==> src/vic_defs.svh <==
// offsets, field positions and reset values of the vectored interrupt unit
`ifndef VIC_DEFS_SVH
`define VIC_DEFS_SVH

`define VIC_SVR_PAGE 5'h01
`define VIC_OFF_IVR 12'h100
`define VIC_OFF_FVR 12'h104
`define VIC_OFF_ISR 12'h108
`define VIC_OFF_IPR 12'h10C
`define VIC_OFF_IMR 12'h110
`define VIC_OFF_CISR 12'h114
`define VIC_OFF_IECR 12'h120
`define VIC_OFF_IDCR 12'h124
`define VIC_OFF_ICCR 12'h128
`define VIC_OFF_EOS 12'h130
`define VIC_OFF_SPU 12'h134
`define VIC_OFF_CTRL 12'h138
`define VIC_OFF_EVST 12'h150
`define VIC_OFF_EVMSK 12'h154

`define VIC_FAST_BIT 0
`define VIC_PROTECT_BIT 0
`define VIC_EV_NSPUR 0
`define VIC_EV_FSPUR 1
`define VIC_NORM_SRCS 32'hFFFFFFFE
`define VIC_ZERO32 32'h00000000
`define VIC_ZERO_ID 5'h00
`define VIC_ZERO_EV 2'h0

`endif

==> src/vic_regs_tail_unused.sv <==
// empty compile unit kept out of the build
`timescale 1ns/1ps
`default_nettype none
`default_nettype wire

==> src/vic_pkg.sv <==
// types shared by the vectored interrupt unit
`default_nettype none
package vic_pkg;
    typedef struct packed {
        logic we;
        logic [11:0] adr;
        logic [3:0] sel;
        logic [31:0] dat;
    } vic_req_t;

    typedef enum logic [1:0] {
        VIC_IDLE = 2'b01,
        VIC_BUSY = 2'b10
    } vic_state_t;
endpackage
`default_nettype wire

==> src/vic_regs.sv <==
// register file and line control of the vectored interrupt unit
//
// The implementer's own choices: the register addresses and register access over Wishbone.
`timescale 1ns/1ps
`default_nettype none
`include "vic_defs.svh"

module vic_regs (
    input wire logic clk_i,
    input wire logic rst_i,
    input wire logic ce_i,
    input wire logic wb_cyc_i,
    input wire logic wb_stb_i,
    input wire logic wb_we_i,
    input wire logic [11:0] wb_adr_i,
    input wire logic [3:0] wb_sel_i,
    input wire logic [31:0] wb_dat_i,
    output logic [31:0] wb_dat_o,
    output logic wb_ack_o,
    input wire logic [31:0] src_i,
    output logic fast_intr_line_n_o,
    output logic normal_intr_line_n_o,
    output logic irq_o
);

    // ==========================================================
    // bus decode
    logic ack_q;
    vic_pkg::vic_req_t req;
    logic acc;
    logic wr;
    logic rd;
    logic [31:0] bmask;
    logic [31:0] wval;
    logic [11:0] wadr;
    logic hit_svr;
    logic [4:0] svr_idx;

    assign req = '{we: wb_we_i, adr: wb_adr_i, sel: wb_sel_i,
                   dat: wb_dat_i};
    assign acc = wb_cyc_i & wb_stb_i & ~ack_q;
    assign wr = acc & req.we;
    assign rd = acc & ~req.we;
    assign bmask = {{8{req.sel[3]}}, {8{req.sel[2]}},
                    {8{req.sel[1]}}, {8{req.sel[0]}}};
    assign wval = req.dat & bmask;
    assign wadr = {req.adr[11:2], 2'b00};
    assign hit_svr = req.adr[11:7] == `VIC_SVR_PAGE;
    assign svr_idx = req.adr[6:2];

    // ==========================================================
    // source synchronisers
    // a level counts once the second and third stages agree
    logic [31:0] s1_q;
    logic [31:0] s2_q;
    logic [31:0] s3_q;
    logic [31:0] lvl_q;
    logic [31:0] rise;

    always_ff @(posedge clk_i) begin
        if (rst_i) begin
            s1_q <= `VIC_ZERO32;
            s2_q <= `VIC_ZERO32;
            s3_q <= `VIC_ZERO32;
            lvl_q <= `VIC_ZERO32;
        end else if (ce_i) begin
            s1_q <= src_i;
            s2_q <= s1_q;
            s3_q <= s2_q;
            lvl_q <= (s2_q & s3_q) | (lvl_q & (s2_q | s3_q));
        end
    end

    assign rise = s2_q & s3_q & ~lvl_q;

    // ==========================================================
    // handler words and control
    logic [31:0] svr_q [32];
    logic [31:0] spu_q;
    logic protect_q;

    always_ff @(posedge clk_i) begin
        if (wr && hit_svr && ce_i) begin
            svr_q[svr_idx] <= (svr_q[svr_idx] & ~bmask) | wval;
        end
    end

    always_ff @(posedge clk_i) begin
        if (rst_i) begin
            spu_q <= `VIC_ZERO32;
            protect_q <= 1'b0;
        end else if (ce_i && wr) begin
            if (wadr == `VIC_OFF_SPU) begin
                spu_q <= (spu_q & ~bmask) | wval;
            end
            if (wadr == `VIC_OFF_CTRL && req.sel[0]) begin
                protect_q <= req.dat[`VIC_PROTECT_BIT];
            end
        end
    end

    // ==========================================================
    // source selection
    // lowest numbered pending enabled source from 1 upward wins; no priority levels here
    logic [31:0] pend_q;
    logic [31:0] mask_q;
    logic [31:0] act_norm;
    logic norm_any;
    logic fast_act;
    logic [4:0] pick_id;
    logic [31:0] pick_vec;

    assign act_norm = pend_q & mask_q & `VIC_NORM_SRCS;
    assign norm_any = |act_norm;
    assign fast_act = pend_q[`VIC_FAST_BIT] & mask_q[`VIC_FAST_BIT];

    always_comb begin
        pick_id = `VIC_ZERO_ID;
        for (int i = 31; i >= 1; i--) begin
            if (act_norm[i]) begin
                pick_id = 5'(i);
            end
        end
    end

    assign pick_vec = svr_q[pick_id];

    // ==========================================================
    // service state
    vic_pkg::vic_state_t st_q;
    logic [4:0] cur_id_q;
    logic rd_ivr;
    logic rd_fvr;
    logic take;
    logic [31:0] ack_clr;

    assign rd_ivr = rd && wadr == `VIC_OFF_IVR;
    assign rd_fvr = rd && wadr == `VIC_OFF_FVR;
    // under protection a debugger read must not disturb service
    assign take = protect_q ? (wr && wadr == `VIC_OFF_IVR)
                         : (rd_ivr && norm_any);

    always_ff @(posedge clk_i) begin
        if (rst_i) begin
            st_q <= vic_pkg::VIC_IDLE;
            cur_id_q <= `VIC_ZERO_ID;
        end else if (ce_i) begin
            if (rd_ivr && norm_any) begin
                cur_id_q <= pick_id;
            end
            if (take) begin
                st_q <= vic_pkg::VIC_BUSY;
            end else if (wr && wadr == `VIC_OFF_EOS) begin
                st_q <= vic_pkg::VIC_IDLE;
            end
        end
    end

    always_comb begin
        ack_clr = `VIC_ZERO32;
        if (take) begin
            ack_clr[protect_q ? cur_id_q : pick_id] = 1'b1;
        end
        if (rd_fvr && fast_act && !protect_q) begin
            ack_clr[`VIC_FAST_BIT] = 1'b1;
        end
    end

    // ==========================================================
    // pending and enabled bitmaps
    // a new edge in the clearing cycle is kept: set wins
    logic [31:0] cmd_en;
    logic [31:0] cmd_dis;
    logic [31:0] cmd_clr;

    // zero bits and unselected bytes leave a source as it was
    assign cmd_en = (wr && wadr == `VIC_OFF_IECR) ? wval
                                                  : `VIC_ZERO32;
    assign cmd_dis = (wr && wadr == `VIC_OFF_IDCR) ? wval : `VIC_ZERO32;
    assign cmd_clr = (wr && wadr == `VIC_OFF_ICCR) ? wval : `VIC_ZERO32;

    always_ff @(posedge clk_i) begin
        if (rst_i) begin
            pend_q <= `VIC_ZERO32;
        end else if (ce_i) begin
            pend_q <= (pend_q & ~cmd_clr & ~ack_clr) | rise;
        end
    end

    always_ff @(posedge clk_i) begin
        if (rst_i) begin
            mask_q <= `VIC_ZERO32;
        end else if (ce_i) begin
            mask_q <= (mask_q | cmd_en) & ~cmd_dis;
        end
    end

    // ==========================================================
    // processor lines
    always_ff @(posedge clk_i) begin
        if (rst_i) begin
            fast_intr_line_n_o <= 1'b1;
            normal_intr_line_n_o <= 1'b1;
        end else if (ce_i) begin
            fast_intr_line_n_o <= ~fast_act;
            normal_intr_line_n_o <=
                ~(norm_any && st_q == vic_pkg::VIC_IDLE);
        end
    end

    // ==========================================================
    // spurious events and interrupt output
    logic [1:0] evst_q;
    logic [1:0] evmsk_q;
    logic [1:0] ev_set;
    logic [1:0] ev_w1c;

    assign ev_set = {rd_fvr && !fast_act, rd_ivr && !norm_any};
    assign ev_w1c = (wr && wadr == `VIC_OFF_EVST) ? wval[1:0]
                                                  : `VIC_ZERO_EV;

    always_ff @(posedge clk_i) begin
        if (rst_i) begin
            evst_q <= `VIC_ZERO_EV;
            evmsk_q <= `VIC_ZERO_EV;
            irq_o <= 1'b0;
        end else if (ce_i) begin
            evst_q <= (evst_q & ~ev_w1c) | ev_set;
            if (wr && wadr == `VIC_OFF_EVMSK) begin
                evmsk_q <= wval[1:0];
            end
            irq_o <= |(evst_q & evmsk_q);
        end
    end

    // ==========================================================
    // read mux and acknowledge
    logic [31:0] rd_d;

    always_comb begin
        rd_d = `VIC_ZERO32;
        if (hit_svr) begin
            rd_d = svr_q[svr_idx];
        end else begin
            unique case (wadr)
                `VIC_OFF_IVR: begin
                    rd_d = norm_any ? pick_vec : spu_q;
                end
                `VIC_OFF_FVR: begin
                    rd_d = fast_act ? svr_q[`VIC_FAST_BIT] : spu_q;
                end
                `VIC_OFF_ISR: rd_d = {27'h0000000, cur_id_q};
                `VIC_OFF_IPR: rd_d = pend_q;
                `VIC_OFF_IMR: rd_d = mask_q;
                `VIC_OFF_CISR: begin
                    rd_d = {30'h00000000, ~normal_intr_line_n_o,
                            ~fast_intr_line_n_o};
                end
                `VIC_OFF_SPU: rd_d = spu_q;
                `VIC_OFF_CTRL: rd_d = {31'h00000000, protect_q};
                `VIC_OFF_EVST: rd_d = {30'h00000000, evst_q};
                `VIC_OFF_EVMSK: rd_d = {30'h00000000, evmsk_q};
                default: rd_d = `VIC_ZERO32;
            endcase
        end
    end

    always_ff @(posedge clk_i) begin
        if (rst_i) begin
            ack_q <= 1'b0;
            wb_dat_o <= `VIC_ZERO32;
        end else if (ce_i) begin
            ack_q <= acc;
            if (rd) begin
                wb_dat_o <= rd_d;
            end
        end
    end

    assign wb_ack_o = ack_q;

    // ==========================================================
    // checks
    a_handler_keep: assert property (
        @(posedge clk_i) disable iff (rst_i)
        ce_i && wr && hit_svr && req.sel == 4'hF
        |=> svr_q[$past(svr_idx)] == $past(wb_dat_i))
        else $error("handler word not kept");

    a_normal_vector: assert property (
        @(posedge clk_i) disable iff (rst_i)
        ce_i && rd_ivr && norm_any
        |=> wb_ack_o && wb_dat_o == $past(pick_vec))
        else $error("normal readout not handler");

    a_normal_spur: assert property (
        @(posedge clk_i) disable iff (rst_i)
        ce_i && rd_ivr && !norm_any
        |=> wb_dat_o == $past(spu_q) && evst_q[`VIC_EV_NSPUR])
        else $error("normal readout not spurious");

    a_fast_value: assert property (
        @(posedge clk_i) disable iff (rst_i)
        ce_i && rd_fvr && fast_act
        |=> wb_dat_o == $past(svr_q[`VIC_FAST_BIT]))
        else $error("fast readout not handler 0");

    a_fast_spur: assert property (
        @(posedge clk_i) disable iff (rst_i)
        ce_i && rd_fvr && !fast_act
        |=> wb_dat_o == $past(spu_q) && evst_q[`VIC_EV_FSPUR])
        else $error("fast readout not spurious");

    a_status_id: assert property (
        @(posedge clk_i) disable iff (rst_i)
        ce_i && rd && wadr == `VIC_OFF_ISR
        |=> wb_dat_o == {27'h0000000, $past(cur_id_q)})
        else $error("status not current number");

    a_pend_set: assert property (
        @(posedge clk_i) disable iff (rst_i)
        ce_i && (|rise) |=> (pend_q & $past(rise)) == $past(rise))
        else $error("new edge not pending");

    a_mask_read: assert property (
        @(posedge clk_i) disable iff (rst_i)
        ce_i && rd && wadr == `VIC_OFF_IMR
        |=> wb_dat_o == $past(mask_q))
        else $error("enabled bitmap read wrong");

    a_clear_pend: assert property (
        @(posedge clk_i) disable iff (rst_i)
        ce_i && (|cmd_clr) && !(|rise)
        |=> (pend_q & $past(cmd_clr)) == 32'h00000000)
        else $error("clear left pending bit");

    a_enable_mask: assert property (
        @(posedge clk_i) disable iff (rst_i)
        ce_i && (|cmd_en) |=> (mask_q & $past(cmd_en)) == $past(cmd_en)
            && (mask_q & ~$past(cmd_en)) == ($past(mask_q) & ~$past(cmd_en)))
        else $error("enable command wrong");

    a_disable_mask: assert property (
        @(posedge clk_i) disable iff (rst_i)
        ce_i && (|cmd_dis) |=> (mask_q & $past(cmd_dis)) == 32'h00000000)
        else $error("disable command wrong");

    a_protect_read: assert property (
        @(posedge clk_i) disable iff (rst_i)
        ce_i && protect_q && rd_ivr && st_q == vic_pkg::VIC_IDLE
        |=> st_q == vic_pkg::VIC_IDLE)
        else $error("protected read acknowledged");

    a_fast_line: assert property (
        @(posedge clk_i) disable iff (rst_i)
        ce_i |=> fast_intr_line_n_o == !$past(fast_act))
        else $error("fast line wrong");

    a_norm_line: assert property (
        @(posedge clk_i) disable iff (rst_i)
        ce_i && norm_any && st_q == vic_pkg::VIC_IDLE
        |=> !normal_intr_line_n_o)
        else $error("normal line not asserted");

    a_line_read: assert property (
        @(posedge clk_i) disable iff (rst_i)
        ce_i && rd && wadr == `VIC_OFF_CISR
        |=> wb_dat_o == {30'h00000000, !$past(normal_intr_line_n_o),
                         !$past(fast_intr_line_n_o)})
        else $error("line status read wrong");

endmodule
`default_nettype wire

==> config.mk <==
export PLATFORM = sky130hd
export DESIGN_NAME = vic_regs
export DESIGN_NICKNAME = d
export VERILOG_FILES = /design/src/vic_regs_tail_unused.sv /design/src/vic_pkg.sv /design/src/vic_regs.sv
export VERILOG_INCLUDE_DIRS = /design/src
export SDC_FILE = /design/constraint.sdc
export NUM_CORES = 2
export LEC_CHECK = 0
export BUFFER_PORTS_ARGS = -buffer_cell sky130_fd_sc_hd__buf_2
export CORE_MARGIN = 1.5
export CORE_UTILIZATION = 32
export DETAILED_ROUTE_END_ITERATION = 10
export PLACE_DENSITY = 0.54
export RECOVER_POWER = 100
export SLEW_MARGIN = 15
export SYNTH_ARGS = -nofsm -noshare
export SYNTH_HDL_FRONTEND = slang
export SYNTH_SLANG_ARGS = --single-unit
==> constraint.sdc <==
create_clock -name clk_i -period 7.8 [get_ports clk_i]
set_input_delay 1.56 -clock clk_i [delete_from_list [all_inputs] [get_ports clk_i]]
set_output_delay 1.56 -clock clk_i [all_outputs]
set_load 0.005 [all_outputs]
## Yosys cells after proc, flatten, opt, wreduce, memory -nomap -nowiden

Memory sizes are Yosys's and may differ from the RTL's.
Cells that the tools add are included.

- Memories: 1
- Register bits: 272
- Bits of input ports: 86
- Output and inout bits: 36
- Logic and storage cells: 153
- Memory bits (writable): 1024

- Eq/ne operators: 16
- Reduce and logical (&&, ||, !) cells: 32
- Bitwise operators: 36
- Order comparisons: 2
- Multiplexer cells: 49

Memories:

| name | depth | bits a word | read ports | clocked after Yosys merged registers in | wr ports | RTL line | text |
|---|---|---|---|---|---|---|---|
| svr_q | 32 | 32 | 3 | 0 | 1 | vic_regs.sv:78 | `logic [31:0] svr_q [32];` |

Operators with widths:

| cell | number |
|---|---|
| 32-bit AND | 10 |
| 32-bit one-hot mux with 10 select lines | 1 |
| 32-bit 2-to-1 mux | 7 |
| 32-bit OR | 6 |
| 5-bit 2-to-1 mux | 32 |
| 32-bit inverter | 5 |
| 10-bit by 7-bit equality test with 1-bit output (second input constant) | 14 |
| 31-bit OR reduction | 1 |
| 1-bit logical AND | 20 |
| 2-bit AND reduction | 6 |
| 5-bit by 6-bit less-than comparator with 1-bit output (second input constant) | 1 |
| 2-bit 2-to-1 mux | 3 |
| 1-bit inverter | 6 |
| 1-bit AND | 5 |
| 1-bit demux with 5-bit select | 1 |
| 5-bit by 1-bit equality test with 1-bit output (second input constant) | 1 |
| 5-bit by 1-bit >= comparator with 1-bit output (second input constant) | 1 |
| 1-bit 2-to-1 mux | 5 |
| 2-bit AND | 2 |
| 1-bit logical NOT | 3 |
| 2-bit by 1-bit equality test with 1-bit output (second input constant) | 1 |
| 2-bit inverter | 1 |
| 2-bit OR | 1 |
| 2-bit nonzero test | 1 |
| 2-bit OR reduction | 1 |

## Depth between registers and ports, before layout

- Depth in word-level cells: 42
- Gate-level depth with buffers: 15

## Least setup slack after synthesis

No wires, ideal clock.

- Path type: input-to-reg
- From: input port wb_adr_i[2]
- To: memory svr_q[15][0] (enable)
- Library setup time: 0.461 ns
- Required time: 7.339 ns
- Slack: 1.928 ns
- Arrival time: 5.411 ns
- Path buffers: 3
- Stages: 5
- Cells stage by stage: clkbuf_1 buf_1 buf_1 nand3_1 nor3_1

RTL lines:

| item | RTL line | text |
|---|---|---|
| start, declared | vic_regs.sv:15 | `input wire logic [11:0] wb_adr_i,` |
| end, declared | vic_regs.sv:78 |  |

No word-level cell before the write port.

## Worst setup path in the final report

- From: input port wb_adr_i[4]
- To: memory svr_q[27][5] (enable)

No word-level cell before the write port.

==> impl_results.rst <==
.. list-table::
   :header-rows: 1

   * - Metric
     - Value
   * - Final Max Tran Viols
     - 1026
   * - Die height
     - 441 um
   * - Syn nets
     - 4832
   * - Synthesized-area fraction occupied by adder cells
     - 0
   * - Clock-pin slew on the worst setup and hold paths
     - 0.06 ns
   * - Synth warnings
     - 0
   * - Count leader, synth
     - sky130_fd_sc_hd__edfxtp_1
   * - Drt first-iter violations
     - 6114
   * - Leading cell types by count after synthesis
     - sky130_fd_sc_hd__edfxtp_1, sky130_fd_sc_hd__nand2_1, sky130_fd_sc_hd__o21ai_0
   * - Routed wire length per instance
     - 30.7 um
   * - H-tree level count
     - 4
   * - Most common flop cell mapped by yosys
     - sky130_fd_sc_hd__edfxtp_1
   * - Core Util, Final
     - 0.365
   * - Kind of path behind the tightest hold check
     - flop to flop
   * - Simple-gate share of the synthesized area
     - 0.0892
   * - Count of input and output buffers
     - 119
   * - Largest fanout on the critical path
     - 24
   * - CORE AREA
     - 191000 sq um
   * - Total clock sinks
     - 1296
   * - Peak Freq
     - 151 MHz
   * - CTS tree
     - done
   * - Post-Syn Instances
     - 4746
   * - Vias in the first global route
     - 43400
   * - Cell family with the largest share of critical-path delay
     - simple AND/OR/NAND/NOR gates
   * - Final Routed Wirelength
     - 226000 um
   * - Seq cells post-synth
     - 1296
   * - Status
     - finished, violations left
   * - All-layer global routing usage
     - 0.225
   * - Violated checks
     - capacitance limit, slew limit
   * - Reg2Reg Depth
     - 5
   * - Count of hold-fix buffers inserted at cts
     - 0
   * - Final number of setup-violating endpoints
     - 0
   * - Max Used Layer
     - met5
   * - Final count of hold timing violations
     - 0
   * - CTS Buf Count
     - 142
   * - Non-filler cells in the finished layout
     - 7356
   * - Library cell used as clock root buffer
     - sky130_fd_sc_hd__clkbuf_16
   * - Cell types occupying the most area after synthesis
     - sky130_fd_sc_hd__edfxtp_1, sky130_fd_sc_hd__mux4_2, sky130_fd_sc_hd__dfxtp_1
   * - PostCTS Resize Cnt
     - 0
   * - Critical Path RT
     - 8.28 ns
   * - Post-Route Skew
     - 0.0472 ns
   * - Mean number of vias per cell
     - 6.19
   * - Buffering stage count on the worst path with inverters included
     - 2
   * - Count of boundary I/O pins
     - 122
   * - Area growth from synthesis to layout
     - 13.0%
   * - Maximum number of pins on one net before global-route repair
     - 163
   * - Wire length of the first global-routing pass
     - 317000 um
   * - Net count, final
     - 4810
   * - Fraction of registers with async set or reset after synthesis
     - 0
   * - Starting density of the core
     - 0.323
   * - Max Cap Violations
     - 43
   * - Number of buffers inserted to repair setup after CTS
     - 0
   * - Hold-critical path depth
     - 2
   * - Post-route clock period utilization
     - 0.848
   * - Number of enable flip-flop cells after synthesis
     - 1024
   * - Xor-xnor portion of the synthesized cell area
     - 0
   * - Die boundary width
     - 441 um
   * - Setup Crit Path Kind
     - input pin to flop
   * - Drt first pass iters
     - 6
   * - Arrival time at the worst endpoint
     - 7.10 ns
   * - Portion of synthesized cell area occupied by the leading cell type
     - 0.500
   * - Largest family of logic cells by synthesized area
     - multiplexers
   * - Inst Count DP
     - 7090
   * - Maximum buffer depth of the clock tree
     - 3
   * - Met2 routed wirelength
     - 104000 um
   * - Critical path, cell by cell
     - clkbuf_1, nor2b_1, nand2_1, nor2_1, buf_4
   * - Sequential area share after synthesis
     - 0.589
   * - DR DRC count
     - 0
   * - # rows
     - 160
   * - Post-synth design cell area
     - 61500 sq um
   * - RSZ-0062 raised after global routing
     - false
   * - Syn_area_per_cell
     - 13.0 sq um
   * - Transition time at the pin with the least slew margin
     - 3.78 ns
   * - Power Density
     - 220 nW/um^2
   * - Aggregate negative setup slack
     - 0 ns
   * - Worst hold margin
     - 0.448 ns
   * - Met1 Wirelength
     - 87200 um
   * - Relative slew slack
     - -1.52
   * - Total number of vias
     - 45500
   * - Final min period
     - 6.62 ns
   * - Count of unique library cells instantiated by Yosys
     - 61
   * - GP Congestion
     - 0.865
   * - Die ar.
     - 195000 sq um
   * - Post-route antenna net violation count
     - 0
   * - Max rail drop VDD
     - 0.175 mV
   * - Multiplexer share of the synthesized area
     - 0.170
   * - Slowest CP cell
     - sky130_fd_sc_hd__nor2_1
   * - Share of cells above drive strength 1
     - 0.163
   * - Complex-gate fraction of the synthesized area
     - 0.126
   * - Detailed route wirelength on metal3
     - 23100 um
   * - Kind of capture point of the worst setup path
     - flop
   * - Synth area leader
     - sky130_fd_sc_hd__edfxtp_1
   * - Leakage component of the power
     - 21.8 nW
   * - Crit path launch type
     - input pin
   * - Number of stages on the worst setup path
     - 5
   * - Half-perimeter wire length after placement
     - 132000 um
   * - Number of antenna violations at the first check in global routing
     - 14
   * - Worst-Skew Late Latency
     - 0.82 ns
   * - Gr ovfl total
     - 0
   * - Biggest cell delay along the critical path
     - 2.53 ns
==> through the flow <==
step                      cell area, sq um  total power [mW]  setup WS (ns)
final                                69500              15.3           1.18
after global routing                 69500              15.7           1.39
after global placement               65100              8.58           2.30
after CTS                            69800              15.4           3.01
after floorplan                      61500              8.29           1.93
after detailed placement             65100              8.59           2.28
==> flip-flops by register name (all words and copies together) (netlist names), 5 cells and up, named ones only <==
| name | cells |
|---|---|
| svr_q | 1024 |
| lvl_q | 32 |
| mask_q | 32 |
| pend_q | 32 |
| s1_q | 32 |
| s2_q | 32 |
| s3_q | 32 |
| wb_dat_o | 32 |
| cur_id_q | 5 |
==> worst min-delay path: cells and delay by family (launching register included) <==
kind | cells | cell delay (ns)
DFF | 1 | 0.30
and+or+nand+nor | 1 | 0.05
AOI/OAI and AO/OA | 1 | 0.05
==> kinds of logic after synthesis <==
family                 Yosys count
multiplexers                   633
AND/OR/NAND/NOR               1151
AO/OA/AOI/OAI                 1245
buffers and inverters          421
flip-flops                    1296
==> layout by cell type (no fill, tap or decap), types with 34 or more instances in the layout <==
master	count
sky130_fd_sc_hd__edfxtp_1	1024
sky130_fd_sc_hd__mux2_1	51
sky130_fd_sc_hd__o22ai_1	87
sky130_fd_sc_hd__dfxtp_1	272
sky130_fd_sc_hd__buf_4	75
sky130_fd_sc_hd__a211oi_1	61
sky130_fd_sc_hd__nor3_1	38
sky130_fd_sc_hd__a21oi_1	341
sky130_fd_sc_hd__nor2_1	175
sky130_fd_sc_hd__buf_2	79
sky130_fd_sc_hd__or4_1	65
sky130_fd_sc_hd__a221oi_1	34
sky130_fd_sc_hd__a21o_1	35
sky130_fd_sc_hd__a31oi_1	55
sky130_fd_sc_hd__clkbuf_1	100
sky130_fd_sc_hd__o21ai_0	360
sky130_fd_sc_hd__clkbuf_16	143
sky130_fd_sc_hd__and3_1	61
sky130_fd_sc_hd__mux2i_1	247
sky130_fd_sc_hd__nand3_1	301
sky130_fd_sc_hd__nand2_1	376
sky130_fd_sc_hd__a311oi_1	90
sky130_fd_sc_hd__mux4_2	321
==> layer usage <==
layer	global-route usage	up-vias
met5	0	-
met4	0.115	8
met3	0.0524	574
met2	0.353	2783
met1	0.292	23300
li1	-	18900
==> area by class of cell <==
type | count | area (sq um)
repair buffers | 252 | 1550
diodes | 5 | 12.5
multi-input cells | 3029 | 23900
flip-flops and latches | 1296 | 36200
clock buffers | 183 | 3870
fillers | 18300 | 121000
clock inverters | 77 | 845
well taps | 2511 | 3140
inverters | 3 | 11.3
==> power breakdown <==
group | switching, mW | internal [mW]
clock | 2.97 | 3.88
combinational | 0.516 | 0.286
sequential | 0.0403 | 7.60
==> path summary, 6_finish.rpt <==
| path | from | slack [ns] | endpoint |
|---|---|---|---|
| worst max-delay path | wb_adr_i[4] | 1.18 | svr_q[27][5]$_DFFE_PP_ |
| worst min register to register | st_q[1]$_SDFFE_PP0P_ | 0.45 | st_q[1]$_SDFFE_PP0P_ |
| worst min-delay path | st_q[1]$_SDFFE_PP0P_ | 0.45 | st_q[1]$_SDFFE_PP0P_ |
| worst max register to register | wb_ack_o$_SDFFE_PP0P_ | 2.55 | svr_q[27][5]$_DFFE_PP_ |
(Power assumes the default switching activity.)
